`config.mk`:
```
export PLATFORM = sky130hd
export DESIGN_NAME = diag_monitor
export DESIGN_NICKNAME = d
export VERILOG_FILES = /design/src/core/diag_monitor.v
export VERILOG_INCLUDE_DIRS = /design/src /design/src/core
export SDC_FILE = /design/constraint.sdc
export NUM_CORES = 2
export LEC_CHECK = 0
export BUFFER_PORTS_ARGS = -buffer_cell sky130_fd_sc_hd__buf_2
export CAP_MARGIN = 30
export CORE_ASPECT_RATIO = 0.8
export CORE_MARGIN = 2
export CORE_UTILIZATION = 48
export CTS_CLUSTER_SIZE = 14
export DETAILED_ROUTE_END_ITERATION = 6
export PLACE_DENSITY_LB_ADDON = 0.25
export SYNTH_ARGS = -nofsm -noshare
export SYNTH_HDL_FRONTEND = slang
export SYNTH_SLANG_ARGS = --single-unit
```
`constraint.sdc`:
```
create_clock -name sys_clk -period 22.5 [get_ports sys_clk]
set_input_delay 1.125 -clock sys_clk [delete_from_list [all_inputs] [get_ports sys_clk]]
set_output_delay 1.125 -clock sys_clk [all_outputs]
set_load 0.02 [all_outputs]
```
`src/core/diag_monitor_defines.vh`:
```
// constants for the diagnostics and monitor block
`ifndef DIAG_MONITOR_DEFINES_VH
`define DIAG_MONITOR_DEFINES_VH
`define IDX_OUTPUT_MODE 16'h3010
`define IDX_OUTPUT_CEILING 16'h3011
`define IDX_FILTER_COEFF 16'h3023
`define IDX_STORE_PARAMS 16'h1010
`define IDX_HEATSINK_TEMPERATURE 16'h3110
`define IDX_BATTERY_VOLTAGE 16'h3120
`define IDX_DRIVER_CURRENT_ARRAY 16'h3130
`define IDX_DRIVER_DUTY_ARRAY 16'h3131
`define IDX_OPERATING_HOURS 16'h3140
`define PARAM_RANGE_HI 8'h30
`define MONITOR_RANGE_HI 8'h31
`define DRIVER_COUNT 8'h06
`define FILTER_COUNT 8'h02
`define FILTER_COEFF_MIN 16'h0001
`define FILTER_COEFF_MAX 16'h4000
`define FILTER_COEFF_RESET 16'h0040
`define BACKUP_COMMAND 32'h6B636162
`define TEMP_MIN -16'sd400
`define TEMP_MAX 16'sd1000
`define BATT_MAX 16'h04B0
`define CURRENT_MAX 16'h012C
`define DUTY_MAX 16'h03E8
`define EEPROM_FAULT_CODE 8'h12
`define LOG_DEPTH 16
`define FILTER_TICK_NS 3906250
`define CLOCK_NS 100
`define FLASH_ON_MS 250
`define FLASH_OFF_MS 250
`define GROUP_GAP_MS 1000
`define FAST_FLASH_MS 62
`define MS_NS 1000000
`endif

```
`src/core/diag_monitor.v`:
```
// diagnostics, monitor objects, fault log, lamp coding and filter block
//
// What this block does
// - Writing output mode forces output ceiling to minimum and driver command to zero.
// - Output ceiling unit follows the low two bits of the newly written output mode; the ceiling value is not range-limited.
// - Analog smoothing is first order; time constant halves as coefficient doubles.
// - Filter reaches 63% in one time constant, full after five.
// - Monitor objects at 3100h, read/write, except array length sub-index read-only.
// - Heatsink temperature in tenths of a degree, -400 to 1000.
// - Battery voltage in tenths of a volt, 0 to 1200.
// - Driver current array length 6; entries hundredths of ampere, 0 to 300.
// - Driver duty array entries in tenths of percent, 0 to 1000.
// - Operating hours read as unsigned 0 to 65535.
// - New fault sends one emergency message, never repeated.
// - Fault clearing sends a no-fault emergency message.
// - Each new fault logs code and hours into a 16-entry FIFO.
// - Highest fault flashed: red place, yellow digit, repeated for both digits.
// - Without fault the yellow lamp flashes continuously.
// - Power-up program check; on mismatch the red lamp flashes rapidly.
// - Normal-block storage fault 12 clears on any SDO write in 3000h range.
// - Backup-block storage fault clears on backup store command write.
// - Smoothing coefficient is an array per analog input, values 1 to 16384.
`timescale 1ns/1ns
`default_nettype none
`include "diag_monitor_defines.vh"
module diag_monitor #(
  parameter integer FILTER_TICK_CYCLES = `FILTER_TICK_NS / `CLOCK_NS,
  parameter integer FLASH_ON_CYCLES = `FLASH_ON_MS * (`MS_NS / `CLOCK_NS),
  parameter integer FLASH_OFF_CYCLES = `FLASH_OFF_MS * (`MS_NS / `CLOCK_NS),
  parameter integer GROUP_GAP_CYCLES = `GROUP_GAP_MS * (`MS_NS / `CLOCK_NS),
  parameter integer FAST_FLASH_CYCLES = `FAST_FLASH_MS * (`MS_NS / `CLOCK_NS)
) (
  input wire sys_clk,
  input wire rst,
  input wire sdo_write,
  input wire sdo_read,
  input wire [15:0] sdo_index,
  input wire [7:0] sdo_subindex,
  input wire [31:0] sdo_wdata,
  output reg [31:0] sdo_rdata,
  output reg sdo_ack,
  output reg sdo_abort,
  input wire command_receive_message,
  input wire [15:0] command_value,
  output reg [15:0] driver_command,
  output reg [2:0] output_mode,
  output reg [1:0] ceiling_unit,
  output reg [15:0] output_ceiling,
  input wire signed [15:0] temp_sample,
  input wire [15:0] batt_sample,
  input wire [95:0] current_samples,
  input wire [95:0] duty_samples,
  input wire [15:0] hours_sample,
  input wire [31:0] analog_samples,
  output wire [31:0] analog_filtered,
  input wire [7:0] fault_code,
  input wire code_check_done,
  input wire code_check_ok,
  input wire eeprom_fault_normal_set,
  input wire eeprom_fault_backup_set,
  output reg eeprom_fault_normal,
  output reg eeprom_fault_backup,
  output reg emcy_send,
  output reg [7:0] emcy_code,
  input wire [3:0] log_read_index,
  output reg [23:0] log_read_data,
  output reg [4:0] log_count,
  output reg red_lamp,
  output reg yellow_lamp
);
  localparam [2:0] S_IDLE = 3'd0;
  localparam [2:0] S_RED1 = 3'd1;
  localparam [2:0] S_YEL1 = 3'd2;
  localparam [2:0] S_RED2 = 3'd3;
  localparam [2:0] S_YEL2 = 3'd4;
  localparam [2:0] S_GAP = 3'd5;
  localparam [2:0] S_CORRUPT = 3'd6;

  // monitor object values, clamped to their object ranges
  reg signed [15:0] heatsink_temperature;
  reg [15:0] battery_voltage;
  reg [15:0] driver_current_array [0:5];
  reg [15:0] driver_duty_array [0:5];
  reg [15:0] operating_hours;
  reg [15:0] filter_coeff [0:1];
  reg [23:0] log_mem [0:`LOG_DEPTH-1];
  reg [3:0] log_wr;
  reg [7:0] last_code;
  reg [23:0] tick_cnt;
  wire filter_tick = (tick_cnt == FILTER_TICK_CYCLES - 1);
  wire in_param = sdo_index[15:8] == `PARAM_RANGE_HI;
  wire in_monitor = sdo_index[15:8] == `MONITOR_RANGE_HI;
  wire is_array = (sdo_index == `IDX_DRIVER_CURRENT_ARRAY) ||
    (sdo_index == `IDX_DRIVER_DUTY_ARRAY);
  wire sub_ok = (sdo_subindex >= 8'h01) && (sdo_subindex <= `DRIVER_COUNT);
  wire [2:0] sub_n = sdo_subindex[2:0] - 3'd1;
  integer i;

  always @(posedge sys_clk) begin
    if (rst) begin
      tick_cnt <= 24'h000000;
    end else if (filter_tick) begin
      tick_cnt <= 24'h000000;
    end else begin
      tick_cnt <= tick_cnt + 24'h000001;
    end
  end

  // sampling of monitor inputs with range clamps
  always @(posedge sys_clk) begin
    if (rst) begin
      heatsink_temperature <= 16'sh0000;
      battery_voltage <= 16'h0000;
      operating_hours <= 16'h0000;
      for (i = 0; i < 6; i = i + 1) begin
        driver_current_array[i] <= 16'h0000;
        driver_duty_array[i] <= 16'h0000;
      end
    end else begin
      heatsink_temperature <= (temp_sample < `TEMP_MIN) ? `TEMP_MIN :
        (temp_sample > `TEMP_MAX) ? `TEMP_MAX : temp_sample;
      battery_voltage <= (batt_sample > `BATT_MAX) ? `BATT_MAX : batt_sample;
      operating_hours <= hours_sample;
      for (i = 0; i < 6; i = i + 1) begin
        driver_current_array[i] <= (current_samples[i*16 +: 16] > `CURRENT_MAX) ?
          `CURRENT_MAX : current_samples[i*16 +: 16];
        driver_duty_array[i] <= (duty_samples[i*16 +: 16] > `DUTY_MAX) ?
          `DUTY_MAX : duty_samples[i*16 +: 16];
      end
    end
  end

  // one first-order filter per analog input: y += (x - y) * coeff / 2^14 per tick
  genvar g;
  generate
    for (g = 0; g < 2; g = g + 1) begin : filt
      reg [29:0] acc;
      wire [29:0] x_ext = {analog_samples[g*16 +: 16], 14'h0000};
      wire signed [31:0] diff = $signed({2'b00, x_ext[29:14]}) -
        $signed({2'b00, acc[29:14]}) ;
      wire signed [47:0] step = diff * $signed({1'b0, filter_coeff[g]});
      always @(posedge sys_clk) begin
        if (rst) begin
          acc <= 30'h00000000;
        end else if (filter_tick) begin
          acc <= acc + step[29:0];
        end
      end
      assign analog_filtered[g*16 +: 16] = acc[29:14];
    end
  endgenerate

  // SDO access: parameters, monitor reads and storage fault recovery
  always @(posedge sys_clk) begin
    if (rst) begin
      sdo_ack <= 1'b0;
      sdo_abort <= 1'b0;
      sdo_rdata <= 32'h00000000;
      output_mode <= 3'd0;
      ceiling_unit <= 2'd0;
      output_ceiling <= 16'h0000;
      driver_command <= 16'h0000;
      eeprom_fault_normal <= 1'b0;
      eeprom_fault_backup <= 1'b0;
      filter_coeff[0] <= `FILTER_COEFF_RESET;
      filter_coeff[1] <= `FILTER_COEFF_RESET;
    end else begin
      sdo_ack <= sdo_read | sdo_write;
      sdo_abort <= 1'b0;
      if (command_receive_message) begin
        driver_command <= command_value;
      end
      if (sdo_write && sdo_index == `IDX_OUTPUT_MODE) begin
        output_mode <= sdo_wdata[2:0];
        output_ceiling <= 16'h0000;
        driver_command <= 16'h0000;
        ceiling_unit <= (sdo_wdata[1:0] == 2'd0) ? 2'd0 : sdo_wdata[1:0];
      end
      if (sdo_write && sdo_index == `IDX_OUTPUT_CEILING) begin
        output_ceiling <= sdo_wdata[15:0];
      end
      if (sdo_write && sdo_index == `IDX_FILTER_COEFF) begin
        if (sdo_subindex >= 8'h01 && sdo_subindex <= `FILTER_COUNT &&
            sdo_wdata[15:0] >= `FILTER_COEFF_MIN &&
            sdo_wdata[15:0] <= `FILTER_COEFF_MAX && sdo_wdata[31:16] == 16'h0000) begin
          filter_coeff[sdo_subindex[1] ? 1 : 0] <= sdo_wdata[15:0];
        end else begin
          sdo_abort <= 1'b1;
        end
      end
      if (sdo_write && in_monitor && is_array && sdo_subindex == 8'h00) begin
        sdo_abort <= 1'b1;
      end
      // set wins over clear
      if (eeprom_fault_normal_set) begin
        eeprom_fault_normal <= 1'b1;
      end else if (sdo_write && in_param) begin
        eeprom_fault_normal <= 1'b0;
      end
      if (eeprom_fault_backup_set) begin
        eeprom_fault_backup <= 1'b1;
      end else if (sdo_write && sdo_index == `IDX_STORE_PARAMS &&
          sdo_wdata == `BACKUP_COMMAND) begin
        eeprom_fault_backup <= 1'b0;
      end
      if (sdo_read) begin
        sdo_rdata <= 32'h00000000;
        case (sdo_index)
          `IDX_HEATSINK_TEMPERATURE: sdo_rdata <= {{16{heatsink_temperature[15]}},
            heatsink_temperature};
          `IDX_BATTERY_VOLTAGE: sdo_rdata <= {16'h0000, battery_voltage};
          `IDX_OPERATING_HOURS: sdo_rdata <= {16'h0000, operating_hours};
          `IDX_DRIVER_CURRENT_ARRAY, `IDX_DRIVER_DUTY_ARRAY: begin
            if (sdo_subindex == 8'h00) begin
              sdo_rdata <= {24'h000000, `DRIVER_COUNT};
            end else if (sub_ok) begin
              sdo_rdata <= {16'h0000, sdo_index[0] ? driver_duty_array[sub_n] :
                driver_current_array[sub_n]};
            end else begin
              sdo_abort <= 1'b1;
            end
          end
          `IDX_FILTER_COEFF: begin
            if (sdo_subindex == 8'h00) begin
              sdo_rdata <= {24'h000000, `FILTER_COUNT};
            end else begin
              sdo_rdata <= {16'h0000, filter_coeff[sdo_subindex[1] ? 1 : 0]};
            end
          end
          `IDX_OUTPUT_MODE: sdo_rdata <= {29'h00000000, output_mode};
          `IDX_OUTPUT_CEILING: sdo_rdata <= {16'h0000, output_ceiling};
          default: sdo_abort <= 1'b1;
        endcase
      end
    end
  end

  // emergency messages and fault log
  always @(posedge sys_clk) begin
    if (rst) begin
      last_code <= 8'h00;
      emcy_send <= 1'b0;
      emcy_code <= 8'h00;
      log_wr <= 4'h0;
      log_count <= 5'd0;
      log_read_data <= 24'h000000;
    end else begin
      emcy_send <= 1'b0;
      last_code <= fault_code;
      log_read_data <= log_mem[log_read_index];
      if (fault_code != last_code) begin
        emcy_send <= 1'b1;
        emcy_code <= fault_code;
        if (fault_code != 8'h00) begin
          log_mem[log_wr] <= {fault_code, operating_hours};
          log_wr <= log_wr + 4'h1;
          if (log_count != 5'd16) begin
            log_count <= log_count + 5'd1;
          end
        end
      end
    end
  end

  // lamp flash coding
  reg [2:0] lamp_state;
  reg [3:0] flash_left;
  reg [24:0] lamp_cnt;
  reg lamp_on;
  reg [7:0] shown_code;
  reg check_failed;
  wire phase_end = lamp_on ? (lamp_cnt == FLASH_ON_CYCLES - 1) :
    (lamp_cnt == FLASH_OFF_CYCLES - 1);

  always @(posedge sys_clk) begin
    if (rst) begin
      lamp_state <= S_IDLE;
      flash_left <= 4'h0;
      lamp_cnt <= 25'd0;
      lamp_on <= 1'b0;
      shown_code <= 8'h00;
      check_failed <= 1'b0;
      red_lamp <= 1'b0;
      yellow_lamp <= 1'b0;
    end else begin
      lamp_cnt <= lamp_cnt + 25'd1;
      if (code_check_done && !code_check_ok) begin
        check_failed <= 1'b1;
        lamp_state <= S_CORRUPT;
      end
      case (lamp_state)
        S_CORRUPT: begin
          yellow_lamp <= 1'b0;
          if (lamp_cnt >= FAST_FLASH_CYCLES - 1) begin
            lamp_cnt <= 25'd0;
            red_lamp <= ~red_lamp;
          end
        end
        S_IDLE: begin
          red_lamp <= 1'b0;
          if (fault_code != 8'h00 && !check_failed) begin
            shown_code <= fault_code;
            flash_left <= 4'd1;
            lamp_state <= S_RED1;
            lamp_on <= 1'b1;
            lamp_cnt <= 25'd0;
            yellow_lamp <= 1'b0;
          end else if (phase_end) begin
            lamp_cnt <= 25'd0;
            lamp_on <= ~lamp_on;
            yellow_lamp <= ~lamp_on;
          end
        end
        S_GAP: begin
          red_lamp <= 1'b0;
          yellow_lamp <= 1'b0;
          if (lamp_cnt >= GROUP_GAP_CYCLES - 1) begin
            lamp_state <= S_IDLE;
            lamp_cnt <= 25'd0;
            lamp_on <= 1'b0;
          end
        end
        default: begin
          red_lamp <= lamp_on && (lamp_state == S_RED1 || lamp_state == S_RED2);
          yellow_lamp <= lamp_on && (lamp_state == S_YEL1 || lamp_state == S_YEL2);
          if (phase_end) begin
            lamp_cnt <= 25'd0;
            lamp_on <= ~lamp_on;
            if (!lamp_on) begin
              if (flash_left > 4'd1) begin
                flash_left <= flash_left - 4'd1;
              end else begin
                // next group: red place, yellow digit value
                case (lamp_state)
                  S_RED1: flash_left <= shown_code[7:4];
                  S_YEL1: flash_left <= 4'd2;
                  S_RED2: flash_left <= shown_code[3:0];
                  default: flash_left <= 4'd0;
                endcase
                lamp_state <= (lamp_state == S_YEL2) ? S_GAP : lamp_state + 3'd1;
                if (lamp_state != S_YEL2 && ((lamp_state == S_RED1 &&
                    shown_code[7:4] == 4'h0) || (lamp_state == S_RED2 &&
                    shown_code[3:0] == 4'h0))) begin
                  lamp_state <= lamp_state + 3'd1;
                  lamp_on <= 1'b0;
                  flash_left <= 4'd1;
                end
              end
            end
          end
        end
      endcase
    end
  end
endmodule
`default_nettype wire

```
Word level (Yosys, flattened, before mapping)
Memory sizes are Yosys's and may differ from the RTL's. A register that Yosys moved wholly into a read port is not among the register bits.
Index checks and enable logic that the tools add are counted.
- bits in registers: 275
- RAM bits: 608
- input bits: 365
- memories kept: 4
- memories (memory ; depth ; bits a word ; read ports ; clocked after memory_dff ; write ports ; RTL line ; source):
    log_mem ; 16 ; 24 ; 1 ; 1 ; 1 ; diag_monitor.v:86 ; reg [23:0] log_mem [0:`LOG_DEPTH-1];
    driver_current_array ; 6 ; 16 ; 1 ; 0 ; 6 ; diag_monitor.v:82 ; reg [15:0] driver_current_array [0:5];
    driver_duty_array ; 6 ; 16 ; 1 ; 0 ; 6 ; diag_monitor.v:83 ; reg [15:0] driver_duty_array [0:5];
    filter_coeff ; 2 ; 16 ; 3 ; 0 ; 2 ; diag_monitor.v:85 ; reg [15:0] filter_coeff [0:1];
- add/sub/neg operators: 11
- multiply operators: 2
- order comparisons: 23
- eq/ne operators: 28
- mux-type cells: 95
- bitwise logic cells: 17
- reductions and logical operators: 54
- operators by type and width (kind ; number):
    $mux 16 ; 33
    $pmux 32 s7 ; 1
    $eq 16x14->1 const B ; 8
    $mux 25 ; 4
    $gt 16x10->1 const B ; 6
    $gt 16x9->1 const B ; 6
    $pmux 25 s3 ; 1
    $add 30x30->30 ; 2
    $mul 17x17->30 ; 2
    $mux 1 ; 34
    $sub 16x16->17 ; 2
    $eq 32x31->1 const B ; 1
    $gt 16x11->1 const B ; 2
    $add 25x1->25 const B ; 1
    $eq 25x22->1 const B ; 1
    $ge 25x20->1 const B ; 1
    $ge 25x24->1 const B ; 1
    $add 24x1->24 const B ; 1
    $eq 24x16->1 const B ; 1
    $mux 3 ; 8
    $logic_and 1x1->1 ; 21
    $mux 4 ; 5
    $eq 16x13->1 const B ; 1
    $eq 8x6->1 const B ; 2
    46 further kinds ; 85

Depth between registers and ports, before layout
- depth after elaboration: 12
- depth in mapped cells: 36
- mapped depth without buffers: 35

Worst setup path before layout
No wires, ideal clock.
- path type: input-to-reg
- start: input port analog_samples[0]
- end: register filt[0].acc[26]
- setup time: 0.125 ns
- arrival time: 8.450 ns
- data required time: 22.375 ns
- slack: 13.926 ns
- stages on the path: 33
- path buffers: 1
- path through: inv_1 -> ha_1 -> inv_1 -> fa_1 -> a21oi_1 -> o211ai_1 -> nor4_1 -> o21ai_0 -> o41ai_1 -> xnor2_1 -> clkbuf_1 -> and2_1 -> fa_1 -> inv_1 -> fa_1 -> fa_1 -> inv_1 -> fa_1 -> fa_1 -> inv_1 -> fa_1 -> inv_1 -> ha_1 -> a21o_1 -> a21oi_2 -> nor2b_1 -> or4b_1 -> a31o_1 -> o211ai_2 -> a21oi_1 -> o41ai_2 -> xor2_1 -> o22ai_1
- longest elaborated chain between the ends: 3
- RTL lines (what ; RTL line ; source):
    from (decl) ; diag_monitor.v:54 ; input wire [31:0] analog_samples,
    $sub 16x16->17 ; diag_monitor.v:139 ; wire signed [31:0] diff = $signed({2'b00, x_ext[29:14]}) -
    $mul 17x17->30 ; diag_monitor.v:141 ; wire signed [47:0] step = diff * $signed({1'b0, filter_coeff[g]});
    $add 30x30->30 ; diag_monitor.v:146 ; acc <= acc + step[29:0];
    to (signal assigned) ; diag_monitor.v:146 ;
    to (decl) ; diag_monitor.v:137 ; reg [29:0] acc;
No other way between the ends.
A chain may end at the register's enable or synchronous reset.

Worst setup path after layout
Same ends and word-level chain as after synthesis.

==> metrics.md <==
| Metric | Value |
|---|---|
| Pwr/cell area | 154 nW/um2 |
| Layout cells sized above 1 | 16.2% |
| Switching share of power | 44.4% |
| H-tree Lvls | 3 |
| Leading post-synthesis cells by cell area | edfxtp_1 (22%), fa_1 (20%), dfxtp_1 (17%), mux4_2 (6.0%), inv_1 (5.7%) |
| Finished Layout Cells | 7380 |
| Slew HR | 29.5% |
| Reg2reg setup slack | 13.21 ns |
| Num CTS Buffers | 91 |
| CTS sink cnt | 892 |
| Port bufs | 509 |
| Longest Clk Path Bufs | 3 |
| Post-synthesis cell area | 57200 um2 |
| Vias in the first global route | 40.0k |
| Routed vias/inst | 5.33 |
| Final nets | 6887 |
| Crit path DAT | 9.86 ns |
| Setup Buffers After CTS | 0 |
| CTS tree | yes |
| P_leak | 28.3 nW |
| Area leader, netlist | edfxtp_1 |
| Placed cells | 7197 |
| Overall Global Routing Usage | 26.7% |
| Post_cts resized | 0 |
| Post-DRT Antenna Nets | 0 |
| Synth Instances | 5240 |
| Failing checks | design-rule violations |
| Initial core utilization | 48.3% |
| Final setup TNS | 0 ns |
| # rows | 113 |
| Fillcell total | 10.3k |
| Placer Congestion | 0.973 |
| Max Freq | 0.107 GHz |
| Synth top area share | 21.8% |
| Worst min path class | reg2reg |
| EDFF count, synth | 416 |
| Crit-path most repeated cell | fa_1 |
| Yosys reg bits | 892 |
| Max-Cap Viols | 0 |
| Clk pwr share | 15.4% |
| DR iter-0 viols | 3269 |
| Clock latency at the later pin of the worst-skew pair | 0.71 ns |
| Die area | 122000 um2 |
| Total power | 9.98 mW |
| Top_reg_cell synth | dfxtp_1 |
| I/O pins | 510 |
| First-pass GRT wire length | 246 mm |
| Clk_skew | 0.0521 ns |
| Mean Syn Cell Area | 10.9 um2 |
| Worst setup margin | 13.16 ns |
| Clk Tree Root Cell | clkbuf_16 |
| Final core area utilization | 54.7% |
| Multi-input combinational cell area | 31300 um2 |
| Post-Route WL | 161 mm |
| P_int | 5.55 mW |
| Initial antenna violation count | 25 |
| Comb power frac | 66.6% |
| Yosys cell types | 90 |
| Worst Setup End Kind | flip-flop |
| Worst Path Required | 23.02 ns |
| Hold-fix buffer count after cts | 0 |
| Final min period | 9.34 ns |
| Asr flop ratio synth | 0% |
| DRC | 1 |
| RSZ-0062 raised after global routing | no |
| Syn. warnings | 0 |
| Endpoints failing setup | 0 |
| Die W | 390 um |
| Largest net degree at the start of global routing | 79 |
| Slew @ Worst Pin | 1.05 ns |
| TritonRoute pass-1 iters | 7 |
| Slowest CP cell | fa_1 |
| Period utilisation layout | 41.5% |
| Pins Over Slew Limit | 0 |
| Clock-pin slew on the worst setup and hold paths | 0.05 ns |
| Worst Path Max Fanout | 16 |
| Total number of vias | 39.3k |
| Outcome | finished with violations |
| Seq/Total Area, Yosys | 38.5% |
| Place WS | 12.52 ns |
| Sequential power share | 18.0% |
| Critical Path Source Type | input port |
| Crit path kind | in2reg |
| Psw | 4.43 mW |
| Worst path max stage delay | 0.54 ns |
| Drt wl/cell | 21.9 um |
| Total grt overflow | 0 |
| Dpl hpwl | 121 mm |
| Final hold violations | 0 |
| Peak supply drop | 0.000281 V |
| Reg area | 22000 um2 |
| Die H | 313 um |
| Floorplan Core Area | 118000 um2 |
| Area Overhead vs Synth | 13.2% |
==> final timing paths <==
kind                           from              end  depth (start not counted)
setup / recovery  analog_samples[0]  filt[0].acc[26]                         33
hold reg to reg      filt[0].acc[6]   filt[0].acc[6]                          2
setup reg to reg    filt[0].acc[14]  filt[0].acc[26]                         31
hold / removal       filt[0].acc[6]   filt[0].acc[6]                          2
==> critical path: cells and delay by family <==
| family | cells | cell delay (ns) |
|---|---|---|
| fa+ha+maj | 9 | 4.08 |
| buf+inv | 7 | 0.55 |
| simple gates | 4 | 1.15 |
| xor+xnor | 2 | 0.56 |
| compound gates | 11 | 2.37 |
==> logic make-up (layout without fill, tap and decap cells) <==
group,Yosys count,after routing,share of synthesized area (%)
muxes,239,239,7.50
and+or+nand+nor,1495,1495,13.1
DFF,892,892,38.5
adders and majority gates,783,783,24.6
other,1,96,0.00655
buffers and inverters,1130,1623,7.83
xor gates and xnor gates,162,162,2.55
AOI/OAI and AO/OA,538,538,5.95
==> routing by layer <==
layer  GRT usage, %  routed length, um  up-vias
met1           36.5              68500    19600
met3           6.58              13400      263
met2           42.0              73600     1376
met4           8.70               5710       18
met5              0                 94        -
li1               -                  -    18000
==> cell usage in the layout, fill, tap and decap left out, types with 24 or more instances in the layout <==
| cell type | count |
|---|---|
| nand2b_1 | 24 |
| nor3_1 | 72 |
| inv_1 | 871 |
| mux4_2 | 152 |
| nand3_1 | 54 |
| xnor2_1 | 86 |
| a21oi_1 | 204 |
| and2_1 | 332 |
| dfxtp_1 | 476 |
| clkbuf_16 | 94 |
| conb_1 | 85 |
| ha_1 | 211 |
| buf_4 | 64 |
| o21ai_0 | 83 |
| and3_1 | 74 |
| nor4_1 | 26 |
| a21o_1 | 26 |
| buf_2 | 506 |
| xor2_1 | 51 |
| o211ai_1 | 26 |
| fa_1 | 572 |
| nand2_1 | 435 |
| edfxtp_1 | 416 |
| nor2_1 | 275 |
| mux2i_1 | 87 |
| nand4_1 | 30 |
| nor2b_1 | 91 |
==> cell type report <==
type,instances,area share [%]
diodes,11,0.0425
clock buffers,133,4.15
clock inverters,38,0.610
inverters,872,5.06
multi-input cells,3302,48.3
flip-flops and latches,892,34.0
well taps,1552,3.00
repair buffers,580,4.83
==> synthesized netlist by cell type (all sizes together), types with 27 or more instances <==
library cell and number:
mux4 152, nor2 289, xor2 55, inv 872
buf 82, nor2b 91, nand3 55, ha 211
o21ai 97, edfxtp 416, fa 572, nand2 436
mux2i 87, clkbuf 176, nor3 78, and3 75
xnor2 104, dfxtp 476, nand4 30, o211ai 27
and2 333, a21oi 210
==> power groups by stage <==
stage	Sequential, mW	Combinational, mW	Clock, mW
final	1.80	6.65	1.54
after global routing	1.80	7.53	1.64
after CTS	1.80	6.62	1.57
after detailed placement	1.83	6.57	0
after global placement	1.83	6.49	0
after floorplan	1.81	5.23	0
==> per-stage QoR <==
step	area (um2)	hold WS, ns
global route	64800	0.470
floorplan	57600	0.431
detailed placement	61600	0.447
global placement	61600	0.440
finish	64800	0.452
CTS	64700	0.455
==> flip-flops by register name, indices dropped and copies added, names as in the netlist, 8 cells and up <==
name and cells:
driver_current_array 96, tick_cnt 24, emcy_code 8, driver_command 16, driver_duty_array 96, sdo_rdata 17, operating_hours 16, log_read_data 24
heatsink_temperature 16, lamp_cnt 25, last_code 8, filt.acc 60, output_ceiling 16, filter_coeff 32, log_mem 384, shown_code 8
battery_voltage 16
Note: power is estimated with default switching activity, not from simulation.
